## src/logic/mtwc_pkg.sv

```systemverilog
// constants, types and register map for the motor timer back end
// assumes a single peripheral clock and a plain strobe register port
package mtwc_pkg;
    localparam int unsigned CLK_PERIOD_NS = 4;
    localparam logic [7:0] A_WF_CTRL0 = 8'h00;
    localparam logic [7:0] A_WF_INIT0 = 8'h04;
    localparam logic [7:0] A_STOP_CTRL = 8'h10;
    localparam logic [7:0] A_STOP_STAT = 8'h11;
    localparam logic [7:0] A_CAP_CTRL = 8'h20;
    localparam logic [7:0] A_CAP_FLAG = 8'h21;
    localparam logic [7:0] A_CAP_VAL0 = 8'h24;
    localparam logic [7:0] A_CMP_CTRL0 = 8'h30;
    localparam logic [7:0] A_CMP_UP0 = 8'h34;
    localparam logic [7:0] A_CMP_DN0 = 8'h38;
    localparam logic [7:0] A_TRIG_SEL = 8'h3C;
    localparam logic [7:0] A_WF_STAT = 8'h3D;
    localparam logic [15:0] RST_FILTER_LEN = 16'h0004;
    localparam logic [31:0] RST_ZERO = 32'h0000_0000;
    typedef enum logic [2:0] {
        WF_THROUGH, WF_RT_GATE, WF_TIMER_GATE, WF_RT_DEAD, WF_PG_DEAD
    } mtwc_mode_type;
    typedef struct packed {
        logic [2:0] mode;
        logic [2:0] div;
        logic invert;
        logic gate_en;
        logic pg_sel;
        logic timer_en;
    } mtwc_wf_type;
    typedef struct packed {
        logic [7:0] addr;
        logic [31:0] wdata;
        logic wr;
        logic rd;
    } mtwc_bus_type;
endpackage : mtwc_pkg

```

## src/logic/mtwc_top.sv

```systemverilog
// motor timer back end: waveform pairs, stop filter, capture, conversion start
// assumes counter values and compare outputs come from the same clock domain
//
// Our own choices: strobed register access and the register offsets.
`timescale 1ns/10ps
// Overview of operation
// - three channel pairs map compare outputs 0/1,2/3,4/5 to pins
// - each pair has a 16-bit timer on a divided clock, loaded from init value
// - unused timer runs as reload timer with one pulse output per pair
// - five modes: through, compare gated, timer gated, compare dead, pulse dead
// - pin levels come from compare outputs, pulse inputs and timer state
// - per pair selector picks pulse unit for gate and feedback
// - gate output commands external pulse generator to start
// - polarity inversion available in dead-time modes
// - filtered active-low stop input raises stop interrupt
// - while stop pending, pins take software stop levels
// - valid edge stores selected counter in 16-bit capture and flags
// - capture edge selectable: rising, falling, both
// - two capture units of two channels, each with source select and enable
// - three conversion compare channels, one per converter
// - two buffered 16-bit compares, start on counter match
// - compare start only in selected count direction
// - buffer enable/bypass and transfer moment selectable
// - zero-detect starts of all counters ORed per converter
// - per converter choose ORed counter start or compare start
// - six outputs: scan and priority start per converter
// - each unit selects one counter through its own selector
// - everything runs on the bus clock
module mtwc_top
    import mtwc_pkg::*;
#(
    parameter int NCNT = 3
)(
    input wire logic clock_i,
    input wire logic reset_i,
    input wire logic [7:0] addr_i,
    input wire logic [31:0] wdata_i,
    input wire logic wr_i,
    input wire logic rd_i,
    output logic [31:0] rdata_o,
    input wire logic [NCNT*16-1:0] cnt_val_i,
    input wire logic [NCNT-1:0] cnt_down_i,
    input wire logic [NCNT*3-1:0] cnt_zero_i,
    input wire logic [5:0] compare_out_n_i,
    input wire logic [5:0] pulse_in_i,
    input wire logic emergency_stop_in_n_i,
    input wire logic [3:0] capture_in_n_i,
    output logic [5:0] pwm_pin_n_o,
    output logic [5:0] gate_o,
    output logic [2:0] timer_irq_o,
    output logic emergency_stop_irq_o,
    output logic [3:0] capture_irq_o,
    output logic [2:0] scan_start_o,
    output logic [2:0] prio_start_o
);
    function automatic logic [15:0] pick(input logic [1:0] s, input logic [NCNT*16-1:0] v);
        logic [15:0] r;
        r = v[15:0];
        for (int k = 0; k < NCNT; k++)
        begin
            if (s == 2'(k))
            begin
                r = v[k*16 +: 16];
            end
        end
        return r;
    endfunction : pick

    mtwc_bus_type bus;
    assign bus = '{addr: addr_i, wdata: wdata_i, wr: wr_i, rd: rd_i};

    mtwc_wf_type wf_q [3];
    logic [15:0] init_q [3];
    logic [15:0] tmr_q [3];
    logic [7:0] pre_q [3];
    logic [2:0] tick_irq_q;
    logic [5:0] pin_q;
    logic [5:0] gate_q;
    logic [2:0] tmr_run;
    logic stop_en_q;
    logic [15:0] stop_len_q;
    logic [5:0] stop_lvl_q;
    logic [1:0] stop_sync_q;
    logic [15:0] stop_cnt_q;
    logic stop_flag_q;
    logic [1:0] cap_edge_q [4];
    logic [1:0] cap_src_q [2];
    logic [1:0] cap_en_q;
    logic [3:0] cap_s1_q;
    logic [3:0] cap_s2_q;
    logic [3:0] cap_old_q;
    logic [3:0] cap_flag_q;
    logic [15:0] cap_val_q [4];
    logic [3:0] cap_hit;
    logic [1:0] cmp_src_q [3];
    logic [2:0] cmp_en_q;
    logic [1:0] cmp_dir_q [3];
    logic [2:0] cmp_buf_q;
    logic [2:0] cmp_xfer_q;
    logic [15:0] cmp_up_b_q [3];
    logic [15:0] cmp_dn_b_q [3];
    logic [15:0] cmp_up_q [3];
    logic [15:0] cmp_dn_q [3];
    logic [2:0] cmp_hit;
    logic [2:0] cmp_xfer_ev;
    logic [2:0] or_zero;
    logic [5:0] trig_sel_q;
    logic [2:0] scan_q;
    logic [2:0] prio_q;
    logic [31:0] rdata_q;

    // prescalers and timers on the bus clock
    // divided tick and 16-bit reload count
    // reload pulse when timer not used by mode
    always_ff @(posedge clock_i or posedge reset_i)
    begin
        if (reset_i)
        begin
            for (int p = 0; p < 3; p++)
            begin
                pre_q[p] <= 8'h00;
                tmr_q[p] <= 16'h0000;
            end
            tick_irq_q <= 3'h0;
        end
        else
        begin
            for (int p = 0; p < 3; p++)
            begin
                tick_irq_q[p] <= 1'b0;
                pre_q[p] <= pre_q[p] + 8'h01;
                if (!wf_q[p].timer_en)
                begin
                    tmr_q[p] <= 16'h0000;
                    pre_q[p] <= 8'h00;
                end
                else if (pre_q[p] == 8'((1 << wf_q[p].div) - 1))
                begin
                    pre_q[p] <= 8'h00;
                    if (tmr_q[p] == 16'h0000)
                    begin
                        tmr_q[p] <= init_q[p];
                        tick_irq_q[p] <= (wf_q[p].mode == 3'(WF_THROUGH)) || (wf_q[p].mode == 3'(WF_RT_GATE));
                    end
                    else
                    begin
                        tmr_q[p] <= tmr_q[p] - 16'h0001;
                    end
                end
            end
        end
    end

    always_comb
    begin
        for (int p = 0; p < 3; p++)
        begin
            tmr_run[p] = tmr_q[p] != 16'h0000;
        end
    end

    // pair p drives pins 2p and 2p+1 from compare outputs 2p, 2p+1
    // mode decode level sources inversion stop override
    always_ff @(posedge clock_i or posedge reset_i)
    begin
        if (reset_i)
        begin
            pin_q <= 6'h00;
            gate_q <= 6'h00;
        end
        else
        begin
            for (int p = 0; p < 3; p++)
            begin
                logic a;
                logic b;
                logic pg;
                a = compare_out_n_i[2*p];
                b = compare_out_n_i[2*p+1];
                pg = pulse_in_i[2*p + int'(wf_q[p].pg_sel)];
                case (wf_q[p].mode)
                    3'(WF_RT_GATE):
                    begin
                        a = a & pg;
                        b = b & pg;
                    end
                    3'(WF_TIMER_GATE):
                    begin
                        a = tmr_run[p] & pg;
                        b = tmr_run[p] & pg;
                    end
                    3'(WF_RT_DEAD):
                    begin
                        // dead gap held while timer count is nonzero; the timer reloads on its own, not on edges
                        b = ~a & ~tmr_run[p];
                        a = a & ~tmr_run[p];
                    end
                    3'(WF_PG_DEAD):
                    begin
                        b = ~pg & ~tmr_run[p];
                        a = pg & ~tmr_run[p];
                    end
                    default:
                    begin
                        a = compare_out_n_i[2*p];
                    end
                endcase
                if (wf_q[p].invert && (wf_q[p].mode == 3'(WF_RT_DEAD) || wf_q[p].mode == 3'(WF_PG_DEAD)))
                begin
                    a = ~a;
                    b = ~b;
                end
                if (stop_flag_q)
                begin
                    a = stop_lvl_q[2*p];
                    b = stop_lvl_q[2*p+1];
                end
                pin_q[2*p] <= a;
                pin_q[2*p+1] <= b;
                gate_q[2*p] <= wf_q[p].gate_en & ~wf_q[p].pg_sel & (compare_out_n_i[2*p] | compare_out_n_i[2*p+1]);
                gate_q[2*p+1] <= wf_q[p].gate_en & wf_q[p].pg_sel & (compare_out_n_i[2*p] | compare_out_n_i[2*p+1]);
            end
        end
    end

    always_ff @(posedge clock_i or posedge reset_i)
    begin
        if (reset_i)
        begin
            stop_sync_q <= 2'h3;
            stop_cnt_q <= 16'h0000;
            stop_flag_q <= 1'b0;
        end
        else
        begin
            stop_sync_q <= {stop_sync_q[0], emergency_stop_in_n_i};
            if (stop_sync_q[1])
            begin
                stop_cnt_q <= 16'h0000;
            end
            else if (stop_cnt_q != 16'hFFFF)
            begin
                stop_cnt_q <= stop_cnt_q + 16'h0001;
            end
            if (!stop_sync_q[1] && (!stop_en_q || stop_cnt_q + 16'h0001 >= stop_len_q))
            begin
                stop_flag_q <= 1'b1;
            end
            else if (bus.wr && bus.addr == A_STOP_STAT && bus.wdata[0])
            begin
                stop_flag_q <= 1'b0;
            end
        end
    end

    // edge select per channel capture sticky flag
    always_comb
    begin
        for (int c = 0; c < 4; c++)
        begin
            cap_hit[c] = cap_en_q[c/2] &&
                ((cap_edge_q[c][0] && cap_s2_q[c] && !cap_old_q[c]) ||
                 (cap_edge_q[c][1] && !cap_s2_q[c] && cap_old_q[c]));
        end
    end

    always_ff @(posedge clock_i or posedge reset_i)
    begin
        if (reset_i)
        begin
            cap_s1_q <= 4'h0;
            cap_s2_q <= 4'h0;
            cap_old_q <= 4'h0;
            cap_flag_q <= 4'h0;
            for (int c = 0; c < 4; c++)
            begin
                cap_val_q[c] <= 16'h0000;
            end
        end
        else
        begin
            cap_s1_q <= capture_in_n_i;
            cap_s2_q <= cap_s1_q;
            cap_old_q <= cap_s2_q;
            for (int c = 0; c < 4; c++)
            begin
                if (cap_hit[c])
                begin
                    cap_val_q[c] <= pick(cap_src_q[c/2], cnt_val_i);
                    cap_flag_q[c] <= 1'b1;
                end
                else if (bus.wr && bus.addr == A_CAP_FLAG && bus.wdata[c])
                begin
                    cap_flag_q[c] <= 1'b0;
                end
            end
        end
    end

    // one channel per converter match direction
    always_comb
    begin
        for (int a = 0; a < 3; a++)
        begin
            logic [15:0] v;
            logic dn;
            v = pick(cmp_src_q[a], cnt_val_i);
            dn = cnt_down_i[cmp_src_q[a] < 2'(NCNT) ? cmp_src_q[a] : 2'h0];
            cmp_hit[a] = cmp_en_q[a] &&
                ((cmp_dir_q[a][0] && !dn && v == cmp_up_q[a]) ||
                 (cmp_dir_q[a][1] && dn && v == cmp_dn_q[a]));
            // transfer at zero or at an enabled match in the selected direction
            cmp_xfer_ev[a] = cmp_xfer_q[a] ? cmp_hit[a] : (v == 16'h0000);
        end
    end

    always_comb
    begin
        or_zero = 3'h0;
        for (int k = 0; k < NCNT; k++)
        begin
            or_zero = or_zero | cnt_zero_i[k*3 +: 3];
        end
    end

    always_ff @(posedge clock_i or posedge reset_i)
    begin
        if (reset_i)
        begin
            scan_q <= 3'h0;
            prio_q <= 3'h0;
        end
        else
        begin
            for (int a = 0; a < 3; a++)
            begin
                scan_q[a] <= trig_sel_q[a] ? cmp_hit[a] : or_zero[a];
                prio_q[a] <= trig_sel_q[a+3] ? cmp_hit[a] : or_zero[a];
            end
        end
    end

    // register writes; compare buffers live here because writes load them
    always_ff @(posedge clock_i or posedge reset_i)
    begin
        if (reset_i)
        begin
            for (int p = 0; p < 3; p++)
            begin
                wf_q[p] <= '0;
                init_q[p] <= 16'h0000;
                cmp_src_q[p] <= 2'h0;
                cmp_dir_q[p] <= 2'h0;
                cmp_up_b_q[p] <= 16'h0000;
                cmp_dn_b_q[p] <= 16'h0000;
                cmp_up_q[p] <= 16'h0000;
                cmp_dn_q[p] <= 16'h0000;
            end
            for (int c = 0; c < 4; c++)
            begin
                cap_edge_q[c] <= 2'h1;
            end
            cap_src_q[0] <= 2'h0;
            cap_src_q[1] <= 2'h0;
            cap_en_q <= 2'h0;
            cmp_en_q <= 3'h0;
            cmp_buf_q <= 3'h0;
            cmp_xfer_q <= 3'h0;
            stop_en_q <= 1'b0;
            stop_len_q <= RST_FILTER_LEN;
            stop_lvl_q <= 6'h00;
            trig_sel_q <= 6'h00;
        end
        else
        begin
            for (int p = 0; p < 3; p++)
            begin
                if (bus.wr && bus.addr == A_WF_CTRL0 + 8'(p))
                begin
                    wf_q[p] <= bus.wdata[9:0];
                end
                if (bus.wr && bus.addr == A_WF_INIT0 + 8'(p))
                begin
                    init_q[p] <= bus.wdata[15:0];
                end
                if (bus.wr && bus.addr == A_CMP_CTRL0 + 8'(p))
                begin
                    cmp_en_q[p] <= bus.wdata[0];
                    cmp_dir_q[p] <= bus.wdata[2:1];
                    cmp_buf_q[p] <= bus.wdata[3];
                    cmp_xfer_q[p] <= bus.wdata[4];
                    cmp_src_q[p] <= bus.wdata[6:5];
                end
                if (bus.wr && bus.addr == A_CMP_UP0 + 8'(p))
                begin
                    cmp_up_b_q[p] <= bus.wdata[15:0];
                end
                if (bus.wr && bus.addr == A_CMP_DN0 + 8'(p))
                begin
                    cmp_dn_b_q[p] <= bus.wdata[15:0];
                end
                // bypass copies at once, buffered copies on event
                if (!cmp_buf_q[p] || cmp_xfer_ev[p])
                begin
                    cmp_up_q[p] <= cmp_up_b_q[p];
                    cmp_dn_q[p] <= cmp_dn_b_q[p];
                end
            end
            if (bus.wr && bus.addr == A_CAP_CTRL)
            begin
                for (int c = 0; c < 4; c++)
                begin
                    cap_edge_q[c] <= bus.wdata[2*c +: 2];
                end
                cap_src_q[0] <= bus.wdata[9:8];
                cap_src_q[1] <= bus.wdata[11:10];
                cap_en_q <= bus.wdata[13:12];
            end
            if (bus.wr && bus.addr == A_STOP_CTRL)
            begin
                stop_en_q <= bus.wdata[0];
                stop_lvl_q <= bus.wdata[7:2];
                stop_len_q <= bus.wdata[31:16];
            end
            if (bus.wr && bus.addr == A_TRIG_SEL)
            begin
                trig_sel_q <= bus.wdata[5:0];
            end
        end
    end

    // read data one cycle after the strobe, zero otherwise or when unmapped
    always_ff @(posedge clock_i or posedge reset_i)
    begin
        if (reset_i)
        begin
            rdata_q <= RST_ZERO;
        end
        else
        begin
            rdata_q <= RST_ZERO;
            if (bus.rd)
            begin
                if (bus.addr == A_STOP_STAT)
                begin
                    rdata_q <= {31'h0, stop_flag_q};
                end
                else if (bus.addr == A_CAP_FLAG)
                begin
                    rdata_q <= {28'h0, cap_flag_q};
                end
                else if (bus.addr >= A_CAP_VAL0 && bus.addr < A_CAP_VAL0 + 8'h04)
                begin
                    rdata_q <= {16'h0, cap_val_q[2'(bus.addr - A_CAP_VAL0)]};
                end
                else if (bus.addr == A_WF_STAT)
                begin
                    rdata_q <= {13'h0, tmr_run, 10'h0, pin_q};
                end
                else if (bus.addr == A_TRIG_SEL)
                begin
                    rdata_q <= {26'h0, trig_sel_q};
                end
            end
        end
    end

    assign rdata_o = rdata_q;
    assign pwm_pin_n_o = pin_q;
    assign gate_o = gate_q;
    assign timer_irq_o = tick_irq_q;
    assign emergency_stop_irq_o = stop_flag_q;
    assign capture_irq_o = cap_flag_q;
    assign scan_start_o = scan_q;
    assign prio_start_o = prio_q;
endmodule : mtwc_top

```

## config.mk

```make
export PLATFORM = sky130hd
export DESIGN_NAME = mtwc_top
export DESIGN_NICKNAME = d
export VERILOG_FILES = /design/src/logic/mtwc_pkg.sv /design/src/logic/mtwc_top.sv
export SDC_FILE = /design/constraint.sdc
export NUM_CORES = 1
export LEC_CHECK = 0
export BUFFER_PORTS_ARGS = -buffer_cell sky130_fd_sc_hd__buf_4
export CORE_AREA = 10 10 319 321
export DETAILED_ROUTE_END_ITERATION = 8
export DIE_AREA = 0 0 329 331
export PLACE_DENSITY = 0.51
export RECOVER_POWER = 100
export SLEW_MARGIN = 5
export SYNTH_ARGS = -nofsm -noshare
export SYNTH_HDL_FRONTEND = slang
export SYNTH_SLANG_ARGS = --single-unit
```

## constraint.sdc

```tcl
create_clock -name clock_i -period 32.8 [get_ports clock_i]
set_input_delay 6.56 -clock clock_i [delete_from_list [all_inputs] [get_ports clock_i]]
set_output_delay 6.56 -clock clock_i [all_outputs]
set_load 0.01 [all_outputs]
```

==> PnR_summary.wiki <==
{| class="wikitable"
! Metric !! Value
|-
| Height of the die || 331 um
|-
| CP endpoint || cap_val_q[7]
|-
| Register-to-register path setup slack || 27.06 ns
|-
| Row cnt || 114
|-
| Switching share of power || 0.275
|-
| Leading cell type by number of instances after synthesis || sky130_fd_sc_hd__dfrtp_1
|-
| Total grt overflow || 0
|-
| Power density over the cells || 52.0 nW/um^2
|-
| Clk Tree Root Cell || sky130_fd_sc_hd__clkbuf_16
|-
| Initial core utilization || 0.296
|-
| Flop and latch count out of synthesis || 545
|-
| Vias || 20052
|-
| Detailed placer's ending HPWL || 63000 um
|-
| Required time of the critical path || 33.37 ns
|-
| Gate count after technology mapping || 2484
|-
| Share of the yosys chip area belonging to registers || 0.481
|-
| Gr usage total || 0.161
|-
| Number of port buffers || 165
|-
| Hold-fix buffer count after cts || 0
|-
| Startpoint of the worst setup timing path || reset_i
|-
| Worst-case vdd ir drop || 0.0330 mV
|-
| Number of gates given a new drive strength after cts || 0
|-
| Most frequently used flop master after synthesis || sky130_fd_sc_hd__dfrtp_1
|-
| Clock sinks || 545
|-
| Peak clock frequency supported by timing || 54.0 MHz
|-
| Latest clock arrival within the worst-skew pair || 0.63 ns
|-
| Synthesized area per cell || 11.4 um^2
|-
| Post-placement setup slack || 22.71 ns
|-
| Routed WL per cell || 22.8 um
|-
| Worst reg-to-reg path cell count || 9
|-
| Actual slew at the worst max-slew pin || 8.15 ns
|-
| Tmin final || 18.52 ns
|-
| DRC marker count from the first detailed-route iteration || 1636
|-
| Share of post-route cells with drive strength above 1 || 0.251
|-
| Number of nets still failing antenna checks after routing || 0
|-
| RSZ-0062 raised after global routing || false
|-
| Worst Path Class, Setup || in2async
|-
| P_sw || 0.467 mW
|-
| Number of buffers inserted during clock tree synthesis || 67
|-
| Startpoint of the most critical register-to-register path || cmp_src_q[5]
|-
| Overall die width || 329 um
|-
| Kind of launch point of the worst setup path || primary input
|-
| CTS clk-pin slew, worst paths || 0.06 ns
|-
| Internal cell power || 1.23 mW
|-
| Final weighted congestion in routability-driven placement || 0.867
|-
| Final hold violations || 0
|-
| Global-route wire length before repair || 134000 um
|-
| Final worst clock skew || 0.0276 ns
|-
| Violated checks || max-capacitance violations, max-slew violations
|-
| Detailed-route DRC error count || 0
|-
| Number of antenna violations at the first check in global routing || 11
|-
| Result of the run || finished with violations
|-
| Vias in the first global route || 20721
|-
| Largest net degree at the start of global routing || 154
|-
| Critical Path Fanout Max || 153
|-
| Number of nets at the end of the flow || 2735
|-
| Hold crit path type || reg2reg
|-
| Most frequent cells after synthesis || 538 x sky130_fd_sc_hd__dfrtp_1, 403 x sky130_fd_sc_hd__mux2_2, 195 x sky130_fd_sc_hd__mux2i_1
|-
| Worst R2R End || cmp_up_q[35]
|-
| Capturing element type of the critical path || asynchronous set/reset pin
|-
| Dominant cell type by area after synthesis || sky130_fd_sc_hd__dfrtp_1
|-
| Combinational Power Share || 0.128
|-
| Min setup slack post-route || 14.28 ns
|-
| Main area contributors after synthesis || sky130_fd_sc_hd__dfrtp_1 47%, sky130_fd_sc_hd__mux2_2 16%, sky130_fd_sc_hd__mux2i_1 6.9%, sky130_fd_sc_hd__xnor2_1 3.4%, sky130_fd_sc_hd__a21oi_1 1.8%
|-
| P&R area growth vs syn || 15.0%
|-
| H-tree level count || 3
|-
| Final-layout setup total negative slack || 0 ns
|-
| Clk network pwr share || 0.443
|-
| EDFF count, synth || 0
|-
| Fin util || 0.341
|-
| Final setup violating endpoints || 0
|-
| Count of pins over their slew limit || 540
|-
| Mean number of vias per cell || 5.12
|-
| Data arrival at the endpoint of the critical path || 19.10 ns
|-
| Sequential Power Share || 0.429
|-
| Count of yosys warnings during synthesis || 0
|-
| Detailed-routing iteration count for the pre-antenna-repair pass || 6
|-
| Share of flip-flops with an asynchronous set or reset after synthesis || 1.00
|-
| Maximum buffer depth of the clock tree || 3
|-
| Clock tree from TritonCTS || built
|-
| Total I/O pin count || 179
|-
| Share of the cycle needed by the critical path after routing || 0.565
|-
| Max-cap violations || 9
|-
| Die area || 109000 um^2
|-
| Core ar. || 95700 um^2
|-
| Area share of the largest cell type after synthesis || 0.475
|-
| Final-layout fill cell count || 9512
|-
| Relative slew slack || -4.43
|-
| Post-CTS setup-driven buffer insertion count || 0
|-
| Final WL || 89200 um
|-
| Static leakage || 14.1 nW
|-
| Summed instance area of the synthesized netlist || 28400 um^2
|-
| Synth unique cells || 77
|}
[worst max-delay path: stages]
cell,delay (ns)
sky130_fd_sc_hd__clkbuf_4,0.11
sky130_fd_sc_hd__clkinvlp_2,2.53
sky130_fd_sc_hd__clkbuf_1,5.84
sky130_fd_sc_hd__clkbuf_1,2.71
sky130_fd_sc_hd__buf_4,1.07
[routing by layer]
| metal | vias up | wire length (um) | GRT usage |
|---|---|---|---|
| met5 | - | 85 | 0 |
| met1 | 10247 | 39800 | 0.214 |
| li1 | 9134 | - | - |
| met3 | 132 | 5130 | 0.0324 |
| met2 | 527 | 41900 | 0.263 |
| met4 | 12 | 2310 | 0.0447 |
[metrics by stage]
stage                     power (mW)  hold slack (ns)  instances  area [um^2]
after floorplan                0.879            0.331       2496        28400
after CTS                       1.72            0.348       3910        32900
after global placement         0.952            0.343       3794        30700
final                           1.69            0.347       3914        32600
after detailed placement       0.959            0.335       3794        30700
after global routing            1.77            0.360       3912        32600
[power groups by stage]
stage,sequential (mW),clock (mW),combinational (mW)
after detailed placement,0.739,0,0.220
after floorplan,0.726,0,0.153
after CTS,0.727,0.771,0.221
after global routing,0.731,0.797,0.237
final,0.727,0.751,0.216
after global placement,0.737,0,0.214
[layout make-up]
| cell class | instances | area, um^2 | area share |
|---|---|---|---|
| multi-input combinational | 1727 | 13800 | 0.423 |
| sequential | 545 | 13700 | 0.419 |
| clock buffer | 90 | 1890 | 0.0581 |
| tap | 1276 | 1600 | 0.0490 |
| timing repair buffer | 188 | 1110 | 0.0342 |
| clock inverter | 26 | 330 | 0.0101 |
| inverter | 58 | 219 | 0.00672 |
| antenna | 4 | 10.0 | 0.000307 |
[cells in the final DEF (no fill, tap or decap), types with 29 or more instances in the layout]
master / n
sky130_fd_sc_hd__a211oi_1: 40
sky130_fd_sc_hd__a21oi_1: 101
sky130_fd_sc_hd__buf_4: 102
sky130_fd_sc_hd__clkbuf_1: 90
sky130_fd_sc_hd__clkbuf_16: 68
sky130_fd_sc_hd__dfrtp_1: 533
sky130_fd_sc_hd__inv_1: 57
sky130_fd_sc_hd__mux2_2: 402
sky130_fd_sc_hd__mux2i_1: 195
sky130_fd_sc_hd__nand2_1: 123
sky130_fd_sc_hd__nand3_1: 41
sky130_fd_sc_hd__nor2_1: 120
sky130_fd_sc_hd__nor2b_1: 46
sky130_fd_sc_hd__nor3_1: 64
sky130_fd_sc_hd__nor4_1: 29
sky130_fd_sc_hd__o21ai_0: 76
sky130_fd_sc_hd__xnor2_1: 111
sky130_fd_sc_hd__xor2_1: 42
[sequential cells by signal (all words and copies together), names as in the netlist, 6 cells and up]
name and flops:
tmr_q 48, cmp_up_q 48, gate_o 6, trig_sel_q 6, pwm_pin_n_o 6, wf_q 30
cmp_dir_q 6, cap_edge_q 8, cmp_up_b_q 48, pre_q 24, cmp_src_q 6, stop_len_q 16
init_q 48, cap_val_q 64, stop_lvl_q 6, rdata_o 19, stop_cnt_q 16, cmp_dn_b_q 48
cmp_dn_q 48
[kinds of logic after synthesis]
group / Yosys count / share of synthesized area
AOI/OAI and AO/OA: 334 / 0.0767
DFF: 545 / 0.481
other: 1 / 0.000132
and+or+nand+nor: 580 / 0.104
adders and majority gates: 27 / 0.0119
buffers and inverters: 224 / 0.0339
muxes: 620 / 0.244
xor gates and xnor gates: 153 / 0.0473
[worst min-delay path by stage]
stage,from,to,slack (ns),depth (start not counted)
2_1_floorplan,cap_s1_q[0],cap_s2_q[0],0.33,0
3_3_place_gp,cap_s1_q[3],cap_s2_q[3],0.34,0
3_5_place_dp,cap_s1_q[0],cap_s2_q[0],0.33,0
4_1_cts,cap_s1_q[0],cap_s2_q[0],0.35,0
5_1_grt,cap_s1_q[0],cap_s2_q[0],0.36,0
6_report,cap_s1_q[0],cap_s2_q[0],0.35,0
(Power assumes the default switching activity.)
